`src/inc/pci_sig_pkg.sv`:
```
/*
  Shared constants and types for the bus signal interface: command codes,
  edge counts, reset levels, pin bundles and state encodings.
  Assumes the bench resolves each wire from the output enables and the
  external pull-ups that keep undriven control lines high.
*/
package pci_sig_pkg;

  localparam logic [3:0] CMD_IO_RD  = 4'h2;
  localparam logic [3:0] CMD_IO_WR  = 4'h3;
  localparam logic [3:0] CMD_MEM_RD = 4'h6;
  localparam logic [3:0] CMD_MEM_WR = 4'h7;
  localparam logic [3:0] CMD_CFG_RD = 4'hA;
  localparam logic [3:0] CMD_CFG_WR = 4'hB;

  // edges without a device select before the master gives up
  localparam int MASTER_ABORT_EDGES = 5;
  // edges a subtractive claim waits for a faster decoder
  localparam int SUB_DECODE_EDGES   = 3;
  localparam int CFG_WORDS_LOG2     = 4;

  localparam logic        LINE_IDLE_RST = 1'h1;
  localparam logic [31:0] AD_RST        = 32'h0000_0000;
  localparam logic [3:0]  CBE_RST       = 4'hF;

  typedef struct packed {
    logic [31:0] ad;
    logic [3:0]  cbe_n;
    logic        frame_n;
    logic        irdy_n;
    logic        trdy_n;
    logic        stop_n;
    logic        devsel_n;
    logic        idsel;
    logic        serr_n;
  } bus_in_t;

  typedef struct packed {
    logic [31:0] ad;
    logic        ad_oe;
    logic [3:0]  cbe_n;
    logic        cbe_oe;
    logic        frame_n;
    logic        frame_oe;
    logic        irdy_n;
    logic        irdy_oe;
    logic        trdy_n;
    logic        trdy_oe;
    logic        stop_n;
    logic        stop_oe;
    logic        devsel_n;
    logic        devsel_oe;
    logic        par;
  } bus_out_t;

  typedef struct packed {
    logic [3:0]  cmd;
    logic [31:0] addr;
    logic [31:0] data;
    logic [3:0]  be_n;
  } mst_req_t;

  typedef enum logic [1:0] {
    RES_OK    = 2'b00,
    RES_RETRY = 2'b01,
    RES_ABORT = 2'b10
  } mst_result_t;

  typedef enum logic [1:0] {
    M_IDLE = 2'b00,
    M_ADDR = 2'b01,
    M_DATA = 2'b10,
    M_TURN = 2'b11
  } mst_state_t;

  typedef enum logic [2:0] {
    T_IDLE  = 3'b000,
    T_SUB   = 3'b001,
    T_CLAIM = 3'b010,
    T_DATA  = 3'b011,
    T_WAIT  = 3'b100,
    T_TURN  = 3'b101
  } tgt_state_t;

endpackage : pci_sig_pkg

```
`src/verilog/cfg_store.sv`:
```
/*
  Small word store behind the target, with byte-lane writes and a
  registered read port.
  Assumes write and read addresses come from logic on the same clock.
*/
`timescale 1ns/100ps
module cfg_store #(
  parameter int AW = 4,
  parameter int DW = 32
) (
  // clock and reset
  input  wire logic            clk,
  input  wire logic            rst_n,
  // write port
  input  wire logic            we,
  input  wire logic [DW/8-1:0] be,
  input  wire logic [AW-1:0]   waddr,
  input  wire logic [DW-1:0]   wdata,
  // read port
  input  wire logic [AW-1:0]   raddr,
  output logic      [DW-1:0]   rdata
);

  genvar lane;
  generate
    for (lane = 0; lane < DW/8; lane++) begin : g_lane
      // one narrow array per lane, so every array has a single writer
      logic [7:0] lane_q [0:(1<<AW)-1];

      always_ff @(posedge clk) begin
        if (we && be[lane]) begin
          lane_q[waddr] <= wdata[lane*8 +: 8];
        end
      end

      always_ff @(posedge clk) begin
        if (!rst_n) begin
          rdata[lane*8 +: 8] <= 8'h00;
        end else begin
          rdata[lane*8 +: 8] <= lane_q[raddr];
        end
      end
    end
  endgenerate

endmodule : cfg_store

```
`src/verilog/pci_bus_signal_interface.sv`:
```
/*
  Bus signal interface of the bridge: one-phase initiator, one-phase
  target with configuration, positive and subtractive decode, parity,
  system error intake and hold request with passive release.
  Assumes the bus clock arrives on a pin far slower than clk, and that
  the bench resolves every wire from the enables plus pull-ups.
*/
`timescale 1ns/100ps
module pci_bus_signal_interface
  import pci_sig_pkg::*;
#(
  parameter logic [31:0] WIN_BASE = 32'h000F_0000,
  parameter int          WIN_BITS = 8
) (
  // clock and reset
  input  wire logic        clk,
  input  wire logic        rst_n,
  // bus pins
  input  wire logic        bus_clock_in,
  input  wire bus_in_t     bus_in,
  output bus_out_t         bus_out,
  input  wire logic        bus_hold_grant_n,
  output logic             bus_hold_request_n,
  // initiator user side
  input  wire logic        mst_valid,
  input  wire mst_req_t    mst_req,
  output logic             mst_busy,
  output logic             mst_done,
  output mst_result_t      mst_result,
  output logic [31:0]      mst_rdata,
  // system control
  input  wire logic        sub_decode_en,
  input  wire logic        serr_nmi_en,
  input  wire logic        nmi_clear,
  input  wire logic        passive_release,
  output logic             nmi_out
);

  // two-stage synchroniser for every pin input
  typedef struct packed {
    logic    clk_l;
    logic    grant_n;
    bus_in_t b;
  } pin_t;

  pin_t    sync1_reg;
  pin_t    sync2_reg;
  logic    clk_d_reg;
  logic    pci_rise;
  bus_in_t bs;
  logic    grant;

  always_ff @(posedge clk) begin
    if (!rst_n) begin
      sync1_reg <= '1;
      sync2_reg <= '1;
      clk_d_reg <= 1'h1;
    end else begin
      sync1_reg <= {bus_clock_in, bus_hold_grant_n, bus_in};
      sync2_reg <= sync1_reg;
      clk_d_reg <= sync2_reg.clk_l;
    end
  end

  // bus decisions other than the hold request happen on the detected rising edge
  assign pci_rise = sync2_reg.clk_l & ~clk_d_reg;
  assign bs       = sync2_reg.b;
  assign grant    = ~sync2_reg.grant_n;

  // bus history sampled on each edge
  logic idle_q_reg;
  logic frame_q_reg;

  always_ff @(posedge clk) begin
    if (!rst_n) begin
      idle_q_reg  <= 1'h0;
      frame_q_reg <= LINE_IDLE_RST;
    end else if (pci_rise) begin
      idle_q_reg  <= bs.frame_n & bs.irdy_n;
      frame_q_reg <= bs.frame_n;
    end
  end

  // request capture and hold request
  mst_req_t req_reg;
  logic     prel_pend_reg;
  logic     prel_low_reg;

  always_ff @(posedge clk) begin
    if (!rst_n) begin
      req_reg <= '0;
    end else if (mst_valid && !mst_busy) begin
      req_reg <= mst_req;
    end
  end

  always_ff @(posedge clk) begin
    if (!rst_n) begin
      prel_pend_reg <= 1'h0;
      prel_low_reg  <= 1'h0;
    end else begin
      if (passive_release) begin
        prel_pend_reg <= 1'h1;
      end else if (pci_rise && !prel_low_reg) begin
        prel_pend_reg <= 1'h0;
      end
      if (pci_rise) begin
        prel_low_reg <= prel_pend_reg && mst_busy && !prel_low_reg;
      end
    end
  end

  always_ff @(posedge clk) begin
    if (!rst_n) begin
      bus_hold_request_n <= LINE_IDLE_RST;
    end else begin
      bus_hold_request_n <= ~((mst_busy || (mst_valid && !mst_done))
                              && !prel_low_reg);
    end
  end

  // initiator
  mst_state_t m_state;
  logic [2:0] m_cnt_reg;
  logic       m_start;
  logic       m_end;
  logic       m_write;

  assign m_write = req_reg.cmd[0];
  // start only with grant and two idle samples in a row
  assign m_start = (m_state == M_IDLE) && mst_busy && !mst_done && grant
                   && !prel_low_reg && idle_q_reg
                   && bs.frame_n && bs.irdy_n;
  assign m_end   = (m_state == M_DATA) && (!bs.trdy_n || !bs.stop_n
                   || (bs.devsel_n
                   && m_cnt_reg == 3'(MASTER_ABORT_EDGES - 1)));

  always_ff @(posedge clk) begin
    if (!rst_n) begin
      m_state    <= M_IDLE;
      m_cnt_reg  <= '0;
      mst_busy   <= 1'h0;
      mst_done   <= 1'h0;
      mst_result <= RES_OK;
      mst_rdata  <= AD_RST;
    end else begin
      mst_done <= 1'h0;
      if (mst_valid && !mst_busy) begin
        mst_busy <= 1'h1;
      end
      if (pci_rise) begin
        case (m_state)
          M_IDLE: begin
            if (m_start) begin
              m_state <= M_ADDR;
            end
          end
          M_ADDR: begin
            m_state   <= M_DATA;
            m_cnt_reg <= '0;
          end
          M_DATA: begin
            if (m_end) begin
              m_state  <= M_TURN;
              mst_done <= 1'h1;
              mst_busy <= 1'h0;
              if (!bs.trdy_n) begin
                mst_result <= RES_OK;
                mst_rdata  <= bs.ad;
              end else if (!bs.stop_n) begin
                mst_result <= RES_RETRY;
              end else begin
                mst_result <= RES_ABORT;
              end
            end else if (bs.devsel_n) begin
              m_cnt_reg <= m_cnt_reg + 3'h1;
            end
          end
          M_TURN: m_state <= M_IDLE;
          default: m_state <= M_IDLE;
        endcase
      end
    end
  end

  // frame and initiator ready; frame goes high for the single last phase
  logic frame_n_reg, frame_oe_reg, irdy_n_reg, irdy_oe_reg;

  always_ff @(posedge clk) begin
    if (!rst_n) begin
      frame_n_reg  <= LINE_IDLE_RST;
      frame_oe_reg <= 1'h0;
      irdy_n_reg   <= LINE_IDLE_RST;
      irdy_oe_reg  <= 1'h0;
    end else if (pci_rise) begin
      if (m_start) begin
        frame_n_reg  <= 1'h0;
        frame_oe_reg <= 1'h1;
      end else if (m_state == M_ADDR) begin
        frame_n_reg <= 1'h1;
        irdy_n_reg  <= 1'h0;
        irdy_oe_reg <= 1'h1;
      end else if (m_end) begin
        frame_oe_reg <= 1'h0;
        irdy_n_reg   <= 1'h1;
      end else if (m_state == M_TURN) begin
        irdy_oe_reg <= 1'h0;
      end
    end
  end

  // target
  tgt_state_t t_state;
  logic [3:0] t_cmd_reg;
  logic [2:0] t_cnt_reg;
  logic       t_new;
  logic       t_cfg_hit;
  logic       t_pos_hit;
  logic       t_sub_ok;
  logic       t_read;
  logic       t_last;

  // a cycle of our own initiator is never decoded here
  assign t_new     = pci_rise && !bs.frame_n && frame_q_reg
                     && (m_state == M_IDLE);
  assign t_cfg_hit = bs.idsel && (bs.cbe_n[3:1] == CMD_CFG_RD[3:1]);
  assign t_pos_hit = (bs.cbe_n[3:1] == CMD_MEM_RD[3:1]) &&
                     (bs.ad[31:WIN_BITS] == WIN_BASE[31:WIN_BITS]);
  assign t_sub_ok  = sub_decode_en && ((bs.cbe_n[3:1] == CMD_MEM_RD[3:1])
                     || (bs.cbe_n[3:1] == CMD_IO_RD[3:1]));
  assign t_read    = ~t_cmd_reg[0];
  assign t_last    = (t_state == T_DATA) && pci_rise && !bs.irdy_n;

  logic [CFG_WORDS_LOG2-1:0] t_addr_reg;
  logic                      mem_we;
  logic [31:0]               mem_rdata;

  assign mem_we = t_last && !t_read;

  always_ff @(posedge clk) begin
    if (!rst_n) begin
      t_state    <= T_IDLE;
      t_cmd_reg  <= '0;
      t_cnt_reg  <= '0;
      t_addr_reg <= '0;
    end else if (pci_rise) begin
      case (t_state)
        T_IDLE: begin
          if (t_new) begin
            t_cmd_reg  <= bs.cbe_n;
            t_addr_reg <= bs.ad[CFG_WORDS_LOG2+1:2];
            t_cnt_reg  <= '0;
            if (t_cfg_hit || t_pos_hit) begin
              t_state <= T_CLAIM;
            end else if (t_sub_ok) begin
              t_state <= T_SUB;
            end
          end
        end
        T_SUB: begin
          if (!bs.devsel_n) begin
            t_state <= T_IDLE;
          end else if (t_cnt_reg == 3'(SUB_DECODE_EDGES - 1)) begin
            t_state <= T_CLAIM;
          end else begin
            t_cnt_reg <= t_cnt_reg + 3'h1;
          end
        end
        T_CLAIM: t_state <= T_DATA;
        T_DATA: begin
          if (!bs.irdy_n) begin
            t_state <= bs.frame_n ? T_TURN : T_WAIT;
          end
        end
        T_WAIT: begin
          // stop stays up until the master has ended the frame
          if (bs.frame_n) begin
            t_state <= T_TURN;
          end
        end
        T_TURN: t_state <= T_IDLE;
        default: t_state <= T_IDLE;
      endcase
    end
  end

  logic devsel_n_reg, trdy_n_reg, stop_n_reg, tgt_oe_reg;

  always_ff @(posedge clk) begin
    if (!rst_n) begin
      devsel_n_reg <= LINE_IDLE_RST;
      trdy_n_reg   <= LINE_IDLE_RST;
      stop_n_reg   <= LINE_IDLE_RST;
      tgt_oe_reg   <= 1'h0;
    end else if (pci_rise) begin
      case (t_state)
        T_CLAIM: begin
          devsel_n_reg <= 1'h0;
          tgt_oe_reg   <= 1'h1;
          // read data is in the store register by now
          trdy_n_reg   <= 1'h0;
          stop_n_reg   <= bs.frame_n;
        end
        T_DATA: begin
          if (!bs.irdy_n) begin
            trdy_n_reg <= 1'h1;
            if (bs.frame_n) begin
              devsel_n_reg <= 1'h1;
              stop_n_reg   <= 1'h1;
            end
          end
        end
        T_WAIT: begin
          if (bs.frame_n) begin
            devsel_n_reg <= 1'h1;
            stop_n_reg   <= 1'h1;
          end
        end
        T_TURN: tgt_oe_reg <= 1'h0;
        default: tgt_oe_reg <= tgt_oe_reg;
      endcase
    end
  end

  // address/data lines, shared by both roles; command lines, driven by the initiator only
  logic [31:0] ad_reg;
  logic        ad_oe_reg;
  logic [3:0]  cbe_reg;
  logic        cbe_oe_reg;

  always_ff @(posedge clk) begin
    if (!rst_n) begin
      ad_reg     <= AD_RST;
      ad_oe_reg  <= 1'h0;
      cbe_reg    <= CBE_RST;
      cbe_oe_reg <= 1'h0;
    end else if (pci_rise) begin
      if (m_start) begin
        ad_reg     <= req_reg.addr;
        ad_oe_reg  <= 1'h1;
        cbe_reg    <= req_reg.cmd;
        cbe_oe_reg <= 1'h1;
      end else if (m_state == M_ADDR) begin
        ad_reg    <= req_reg.data;
        ad_oe_reg <= m_write;
        cbe_reg   <= req_reg.be_n;
      end else if (m_end) begin
        ad_oe_reg  <= 1'h0;
        cbe_oe_reg <= 1'h0;
      end else if (t_state == T_CLAIM && t_read) begin
        ad_reg    <= mem_rdata;
        ad_oe_reg <= 1'h1;
      end else if (t_last) begin
        ad_oe_reg <= 1'h0;
      end
    end
  end

  // parity covers the lines as they stood on the previous edge
  logic par_reg;

  always_ff @(posedge clk) begin
    if (!rst_n) begin
      par_reg <= 1'h0;
    end else if (pci_rise) begin
      par_reg <= ^{bs.ad, bs.cbe_n};
    end
  end

  // set wins over a clear in the same cycle
  always_ff @(posedge clk) begin
    if (!rst_n) begin
      nmi_out <= 1'h0;
    end else if (pci_rise && !bs.serr_n && serr_nmi_en) begin
      nmi_out <= 1'h1;
    end else if (nmi_clear) begin
      nmi_out <= 1'h0;
    end
  end

  cfg_store #(
    .AW (CFG_WORDS_LOG2),
    .DW (32)
  ) u_store (
    .clk   (clk),
    .rst_n (rst_n),
    .we    (mem_we),
    .be    (~bs.cbe_n),
    .waddr (t_addr_reg),
    .wdata (bs.ad),
    .raddr (t_addr_reg),
    .rdata (mem_rdata)
  );

  assign bus_out = '{ad: ad_reg, ad_oe: ad_oe_reg, cbe_n: cbe_reg,
                     cbe_oe: cbe_oe_reg, frame_n: frame_n_reg,
                     frame_oe: frame_oe_reg, irdy_n: irdy_n_reg,
                     irdy_oe: irdy_oe_reg, trdy_n: trdy_n_reg,
                     trdy_oe: tgt_oe_reg, stop_n: stop_n_reg,
                     stop_oe: tgt_oe_reg, devsel_n: devsel_n_reg,
                     devsel_oe: tgt_oe_reg, par: par_reg};
endmodule : pci_bus_signal_interface

```
`config.mk`:
```
export PLATFORM = sky130hd
export DESIGN_NAME = pci_bus_signal_interface
export DESIGN_NICKNAME = d
export VERILOG_FILES = /design/src/inc/pci_sig_pkg.sv /design/src/verilog/cfg_store.sv /design/src/verilog/pci_bus_signal_interface.sv
export SDC_FILE = /design/constraint.sdc
export NUM_CORES = 1
export LEC_CHECK = 0
export BUFFER_PORTS_ARGS = -buffer_cell sky130_fd_sc_hd__buf_2
export CORE_MARGIN = 4
export CORE_UTILIZATION = 30
export CTS_CLUSTER_SIZE = 24
export DETAILED_ROUTE_END_ITERATION = 10
export GPL_TIMING_DRIVEN = 0
export SYNTH_ARGS = -nofsm -noshare
export SYNTH_HDL_FRONTEND = slang
export SYNTH_SLANG_ARGS = --single-unit
```
`constraint.sdc`:
```
create_clock -name clk -period 2.83 [get_ports clk]
set_clock_uncertainty 0.05 [all_clocks]
set_input_delay 0.283 -clock clk [delete_from_list [all_inputs] [get_ports clk]]
set_output_delay 0.283 -clock clk [all_outputs]
set_load 0.01 [all_outputs]
```
==> impl_results.md, run 1 <==
- Status: finished, final reports clean
- Most frequent cells in the layout: edfxtp_1, nand2_1, dfxtp_1
- Full die area: around 110000 µm²
- Average via count per standard cell: 4.707
- Clock sink count: between 800 and 900
- Min Hold Slack: around 120 ps
- # nets final: approximately 2600
- Pre-CTS WS: -418.0 ps
- Synthesized area per cell: ~15 µm²
- Slew Limit Fails: 0
- CP Cell Sequence: buf_2 > clkbuf_1 > mux4_2 > mux4_2 > and2_1
- Port-buffer cells: about 210
- Syn Std Cell Area: 31000 µm²
- Crit-path slowest cell: clkbuf_1
- Yosys top cell area share: 49.60%
- Leakage dissipation: between 10 and 15 nW
- Reg-to-Reg Start: t_addr_reg[1]$_SDFFE_PN0P_
- Crit path max-delay family: buffers and inverters
- Main synth FF type: edfxtp_1
- Longest Clk Path Bufs: 3
- Clock Latency Late Sink: about 660 ps
- DRC violations left: 0
- FP Rows: between 100 and 150
- Max reg flops: between 500 and 600
- Crit. Startpoint: t_addr_reg[1]$_SDFFE_PN0P_
- Vias in the first global route: roughly 19000
- Leading cell type in the layout, fill and taps excluded: edfxtp_1
- Critical Path Max Stage Delay: between 800 and 900 ps
- Fillers: roughly 9600
- Routed length per instance: ~22 µm
- Worst setup path category: flop to flop
- Register area share after synthesis: 68.91%
- Layout cells sized above 1: around 25%
- Period minus WS final: roughly 2800 ps
- Number of synthesized register bits: around 800
- Setup TNS: 0 ps
- Number of iterations in the first detailed-routing pass: 5
- Placer Congestion: between 0.8 and 0.9
- Crit share post-route: between 90% and 100%
- Area leader, netlist: edfxtp_1
- Clk slew on worst S/H paths: roughly 60 ps
- CTS H-tree depth: 3
- Max Cap Viol: 0
- PD cells: 646.5 nW/µm²
- Syn nets: about 2200
- Total congestion overflow: 0
- Die H: around 330 µm
- IO Pins: about 210
- Synth top area cells: edfxtp_1, dfxtp_1, mux4_2
- Core Footprint: between 100000 and 150000 µm²
- Critical Path Sink: u_store.rdata[7]$_SDFF_PN0_
- CTS tree: done
- Post-route insts no fill: a little under 4000
- Peak VDD IR: around 0.00048 V
- Worst Setup End Kind: flop
- Hold WC Path Type: primary input to flop
- Worst-path maximum fanout: 10
- Initial antenna violation count: 9
- Placed cell count: around 3600
- WL final: approximately 85000 µm
- Final WS setup: approximately 74 ps
- Die X: between 300 and 400 µm
- Bufs and invs on worst path: 2
- Crit path DAT: around 3200 ps
- Setup violators final: 0
- ANT nets after route: 0
- Hpwl dp: 60200 µm
- Slew @ Worst Pin: approximately 1300 ps
- Warnings, synthesis: 0
- Area Growth Syn to Fin: 24.69%
- Largest net degree at the start of global routing: 20
- CP Launch Type: flop
- RR Endpoint: u_store.rdata[7]$_SDFF_PN0_
- Fmax: between 0.3 and 0.4 GHz
- Initial DRC count: about 1500
- Reg2reg setup slack: about 74 ps
- Cell count along the critical path: 5
- Mapped Cells: a little over 2000
- RSZ-0062 raised after global routing: true
- Async set or reset register ratio after synthesis: 0%
- CP required: around 3300 ps
- Endpoints failing hold: 0
- Slew HR: 14.80%
- Num CTS Buffers: slightly below 90
- Total Routing Usage GR: between 15 and 20%
- Clock root cell: clkbuf_16
- Routed via count: 18460
- Most common cell on crit path: mux4_2
- First-pass GRT wire length: roughly 120000 µm
- Number of distinct library cells after synthesis: 53
- FF-to-FF path depth: 5
- Initial core utilization: between 30% and 40%
- Post-synth EDFFs: between 500 and 600
-- stage by stage --
step                      util (%)  instance area, µm²  power [mW]
final                        37.83               38650       24.99
after global routing         37.81               38630       25.83
after CTS                    37.42               38240       25.26
after detailed placement     33.07               33790       13.80
after global placement       33.04               33760       13.78
after floorplan                  -               31000       13.40
-- cells by family after synthesis --
logic type	synth area share (%)
compound gates	5.498
fa+ha+maj	0.8476
simple gates	8.638
buf+inv	2.414
flops	68.91
mux	12.92
xor+xnor	0.7790
-- metal layers --
metal  GRT usage (%)  routed length, µm  up-vias
li1                -                  -     8378
met1           20.29              35250     9302
met2           26.44              42090      619
met3           2.419               5025      163
met4           5.198               3120        0
met5               0                  0        -
-- worst register-to-register path, cell delays in order (launching register included) --
cell      delay [ps]
dfxtp_1          300
buf_2            200
clkbuf_1         820
mux4_2           480
mux4_2           550
and2_1           220
-- how the worst min path moves through the flow --
stage	startpoint	slack [ps]	cells past startpoint	end
floorplan	bus_in[0]	330	1	sync1_reg[0]$_SDFF_PN1_
global placement	sync1_reg[21]$_SDFF_PN1_	340	1	bs[21]$_SDFF_PN1_
detailed placement	sync1_reg[14]$_SDFF_PN1_	340	1	bs[14]$_SDFF_PN1_
CTS	sub_decode_en	80	4	t_state[0]$_SDFFE_PN0P_
global route	sub_decode_en	120	4	t_state[0]$_SDFFE_PN0P_
finish	sub_decode_en	120	4	t_state[0]$_SDFFE_PN0P_
-- cell usage after synthesis (all sizes together) (2+ instances only) --
library cell / instances
nand3: 14
clkbuf: 96
buf: 43
and3: 8
nor2: 82
nor3b: 2
or4: 3
nand2: 302
nand3b: 3
nor4: 2
inv: 30
o211ai: 37
ha: 21
nor2b: 15
nand2b: 100
mux2i: 40
a21boi: 142
mux4: 160
o21a: 7
dfxtp: 299
nand4b: 4
nand4: 3
xor2: 5
o311a: 2
a31oi: 2
o21ai: 17
a21oi: 13
xnor2: 20
edfxtp: 512
nor3: 3
and2: 35
-- power by group --
| part | total (mW) | internal, mW | switching, mW |
|---|---|---|---|
| sequential | 12.8 | 12.7 | 0.171 |
| combinational | 0.822 | 0.416 | 0.405 |
| clock | 11.3 | 6.56 | 4.78 |
-- repair_timing --
item / CTS / global route
pin swaps: 2 / 20
setup buffers: 2 / 18
endpoints found under the hold margin: 121 / 0
gates resized for setup: 100 / 32
hold buffers: 121 / 0
setup endpoints to repair: 492 / 461
-- layout make-up --
| cell class | instances | area (µm²) | area share, % |
|---|---|---|---|
| inverter | 30 | 112.6 | 0.2913 |
| clock inverter | 40 | 412.9 | 1.068 |
| antenna | 7 | 17.52 | 0.04532 |
| buffer | 139 | 653.1 | 1.690 |
| clock buffer | 118 | 2439 | 6.309 |
| timing repair buffer | 352 | 2659 | 6.879 |
| multi-input combinational | 1057 | 9279 | 24.01 |
| sequential | 811 | 21370 | 55.28 |
| tap | 1368 | 1712 | 4.428 |
No activity file was read; power rests on OpenSTA's default activity.
==> inputs of run 2 (changes only) <==
--- a/config.mk
+++ b/config.mk
@@ -11,6 +11,7 @@
 export CTS_CLUSTER_SIZE = 24
 export DETAILED_ROUTE_END_ITERATION = 10
 export GPL_TIMING_DRIVEN = 0
+export PLACE_DENSITY = 0.45
 export SYNTH_ARGS = -nofsm -noshare
 export SYNTH_HDL_FRONTEND = slang
 export SYNTH_SLANG_ARGS = --single-unit
==> run 2 against run 1 <==
Flip-flop and latch count is the same. Sequential share of layout area grew 0.13 points. Worst setup slack lost 15 ps. Sequential power is essentially flat. Fmax shrank 0.56%. Critical path type unchanged. Critical endpoint is now u_store.g_lane[1].lane_q[5][2]$_DFFE_PP_. Global-route usage grew 0.75 points. Cell count is essentially flat. Hold slack gained 32 ps.
==> impl_results.md, run 2 (synthesis gave the netlist of run 1 again) <==
- Status: finished, final reports clean (unchanged)
- First-pass GRT wire length: 129300 µm (was 124400 µm)
- Slew Limit Fails: 0 (unchanged)
- CP required: 3120 ps (was 3310 ps)
- Initial DRC count: 1252 (was 1548)
- RSZ-0062 raised after global routing: true (unchanged)
- Hpwl dp: 64580 µm (was 60200 µm)
- ANT nets after route: 0 (unchanged)
- Initial antenna violation count: 7 (was 9)
- # nets final: 2625 (was 2623)
- Placer Congestion: 0.8063 (was 0.8255)
- Crit path DAT: 3060 ps (was 3230 ps)
- Min Hold Slack: 148.0 ps (was 116.1 ps)
- Crit path max-delay family: simple AND/OR/NAND/NOR gates (was buffers and inverters)
- Clock sink count: 811 (unchanged)
- Final WS setup: 58.19 ps (was 73.65 ps)
- IO Pins: 211 (unchanged)
- Total congestion overflow: 0 (unchanged)
- Worst setup path category: flop to flop (unchanged)
- PD cells: 639.4 nW/µm² (was 646.5 nW/µm²)
- Vias in the first global route: 19210 (was 18600)
- Crit-path slowest cell: clkbuf_4 (was clkbuf_1)
- Pre-CTS WS: -422.7 ps (was -418.0 ps)
- Die H: 329.4 µm (unchanged)
- Area Growth Syn to Fin: 24.36% (was 24.69%)
- Placed cell count: 3615 (was 3616)
- Critical Path Max Stage Delay: 380 ps (was 820 ps)
- Period minus WS final: 2772 ps (was 2756 ps)
- Clock Latency Late Sink: 640 ps (was 660 ps)
- Leading cell type in the layout, fill and taps excluded: edfxtp_1 (unchanged)
- CTS H-tree depth: 3 (unchanged)
- Setup TNS: 0 ps (unchanged)
- CTS tree: done (unchanged)
- Post-route insts no fill: 3920 (was 3922)
- Slew HR: 17.41% (was 14.80%)
- Fmax: 0.3608 GHz (was 0.3628 GHz)
- Slew @ Worst Pin: 1239 ps (was 1278 ps)
- Clock root cell: clkbuf_16 (unchanged)
- Crit share post-route: 97.94% (was 97.40%)
- Number of iterations in the first detailed-routing pass: 5 (unchanged)
- Clk slew on worst S/H paths: 60 ps (about the same)
- Worst-path maximum fanout: 10 (unchanged)
- Full die area: 108500 µm² (unchanged)
- Average via count per standard cell: 4.690 (was 4.707)
- Total Routing Usage GR: 16.28% (was 15.53%)
- Max reg flops: 512 (unchanged)
- WL final: 89180 µm (was 85490 µm)
- Peak VDD IR: 0.0003653 V (was 0.0004772 V)
- Leakage dissipation: 13.05 nW (was 13.09 nW)
- Fillers: 9730 (was 9645)
- Worst Setup End Kind: flop (unchanged)
- FP Rows: 117 (unchanged)
- Port-buffer cells: 209 (unchanged)
- Initial core utilization: 30.34% (unchanged)
- Core Footprint: 102200 µm² (unchanged)
- Longest Clk Path Bufs: 3 (unchanged)
- Bufs and invs on worst path: 4 (was 2)
- Die X: 329.4 µm (unchanged)
- Setup violators final: 0 (unchanged)
- CP Cell Sequence: buf_2 > nand2b_4 > nor3_2 > and3_1 > nand2b_1 > clkbuf_1 > clkbuf_4 > nor2_4 > buf_12 (was buf_2 > clkbuf_1 > mux4_2 > mux4_2 > and2_1)
- Most frequent cells in the layout: edfxtp_1, nand2_1, dfxtp_1 (unchanged)
- Num CTS Buffers: 87 (unchanged)
- Routed via count: 18390 (was 18460)
- Largest net degree at the start of global routing: 20 (unchanged)
- Endpoints failing hold: 0 (unchanged)
- Multi-input gate area: 9259 µm² (was 9279 µm²)
- FF/Latch Area: 21360 µm² (was 21370 µm²)
- Routed length per instance: 22.75 µm (was 21.80 µm)
- CP Launch Type: flop (unchanged)
- DRC violations left: 0 (unchanged)
- Hold WC Path Type: primary input to flop (unchanged)
- Layout cells sized above 1: 24.89% (was 25.17%)
- Max Cap Viol: 0 (unchanged)
## run 2: power by group
| group | total [mW] | switching (mW) | internal (mW) |
|---|---|---|---|
| clock | 11.0 | 4.65 | 6.35 |
| sequential | 12.8 | 0.172 | 12.7 |
| combinational | 0.819 | 0.404 | 0.415 |
## run 2: final timing paths
path,startpoint,endpoint,slack (ps),cells past startpoint
setup / recovery,t_state[2]$_SDFFE_PN0P_,u_store.g_lane[1].lane_q[5][2]$_DFFE_PP_,60,9
hold / removal,sub_decode_en,t_state[0]$_SDFFE_PN0P_,150,4
setup reg to reg,t_state[2]$_SDFFE_PN0P_,u_store.g_lane[1].lane_q[5][2]$_DFFE_PP_,60,9
hold reg to reg,sync1_reg[42]$_SDFF_PN1_,bs[42]$_SDFF_PN1_,350,1
## run 2: final cells by class
cell class / count / share of cell area (%)
diodes: 1 / 0.006492
plain buffers: 138 / 1.688
clock buffers: 113 / 6.235
clock inverters: 47 / 0.8731
inverters: 30 / 0.2921
multi-input cells: 1057 / 24.02
flip-flops and latches: 811 / 55.41
well taps: 1368 / 4.440
repair buffers: 355 / 7.034
## run 2: metrics by stage
stage	area, µm²	power [mW]	utilization, %
2_1_floorplan	31000	13.40	-
3_3_place_gp	33760	13.78	33.04
3_5_place_dp	33770	13.80	33.05
4_1_cts	38140	24.96	37.33
5_1_grt	38550	25.54	37.72
6_report	38550	24.65	37.73
## run 2: layer usage
metal,vias up,GRT usage [%],wire [µm]
li1,8372,-,-
met1,9423,20.89,37860
met2,464,28.47,44760
met3,126,2.672,4413
met4,0,4.589,2150
met5,-,0,0
## run 2: tightest hold or removal path: stages
cell	delay, ps
buf_2	100
a31oi_1	90
a21oi_1	150
o221a_1	180
## run 2: repair_timing
item                                   CTS  global route
pin swaps                                9            18
gates resized for setup                 85            34
setup endpoints to repair              512           323
setup buffers                            9            15
endpoints found under the hold margin  121             0
hold buffers                           121             0
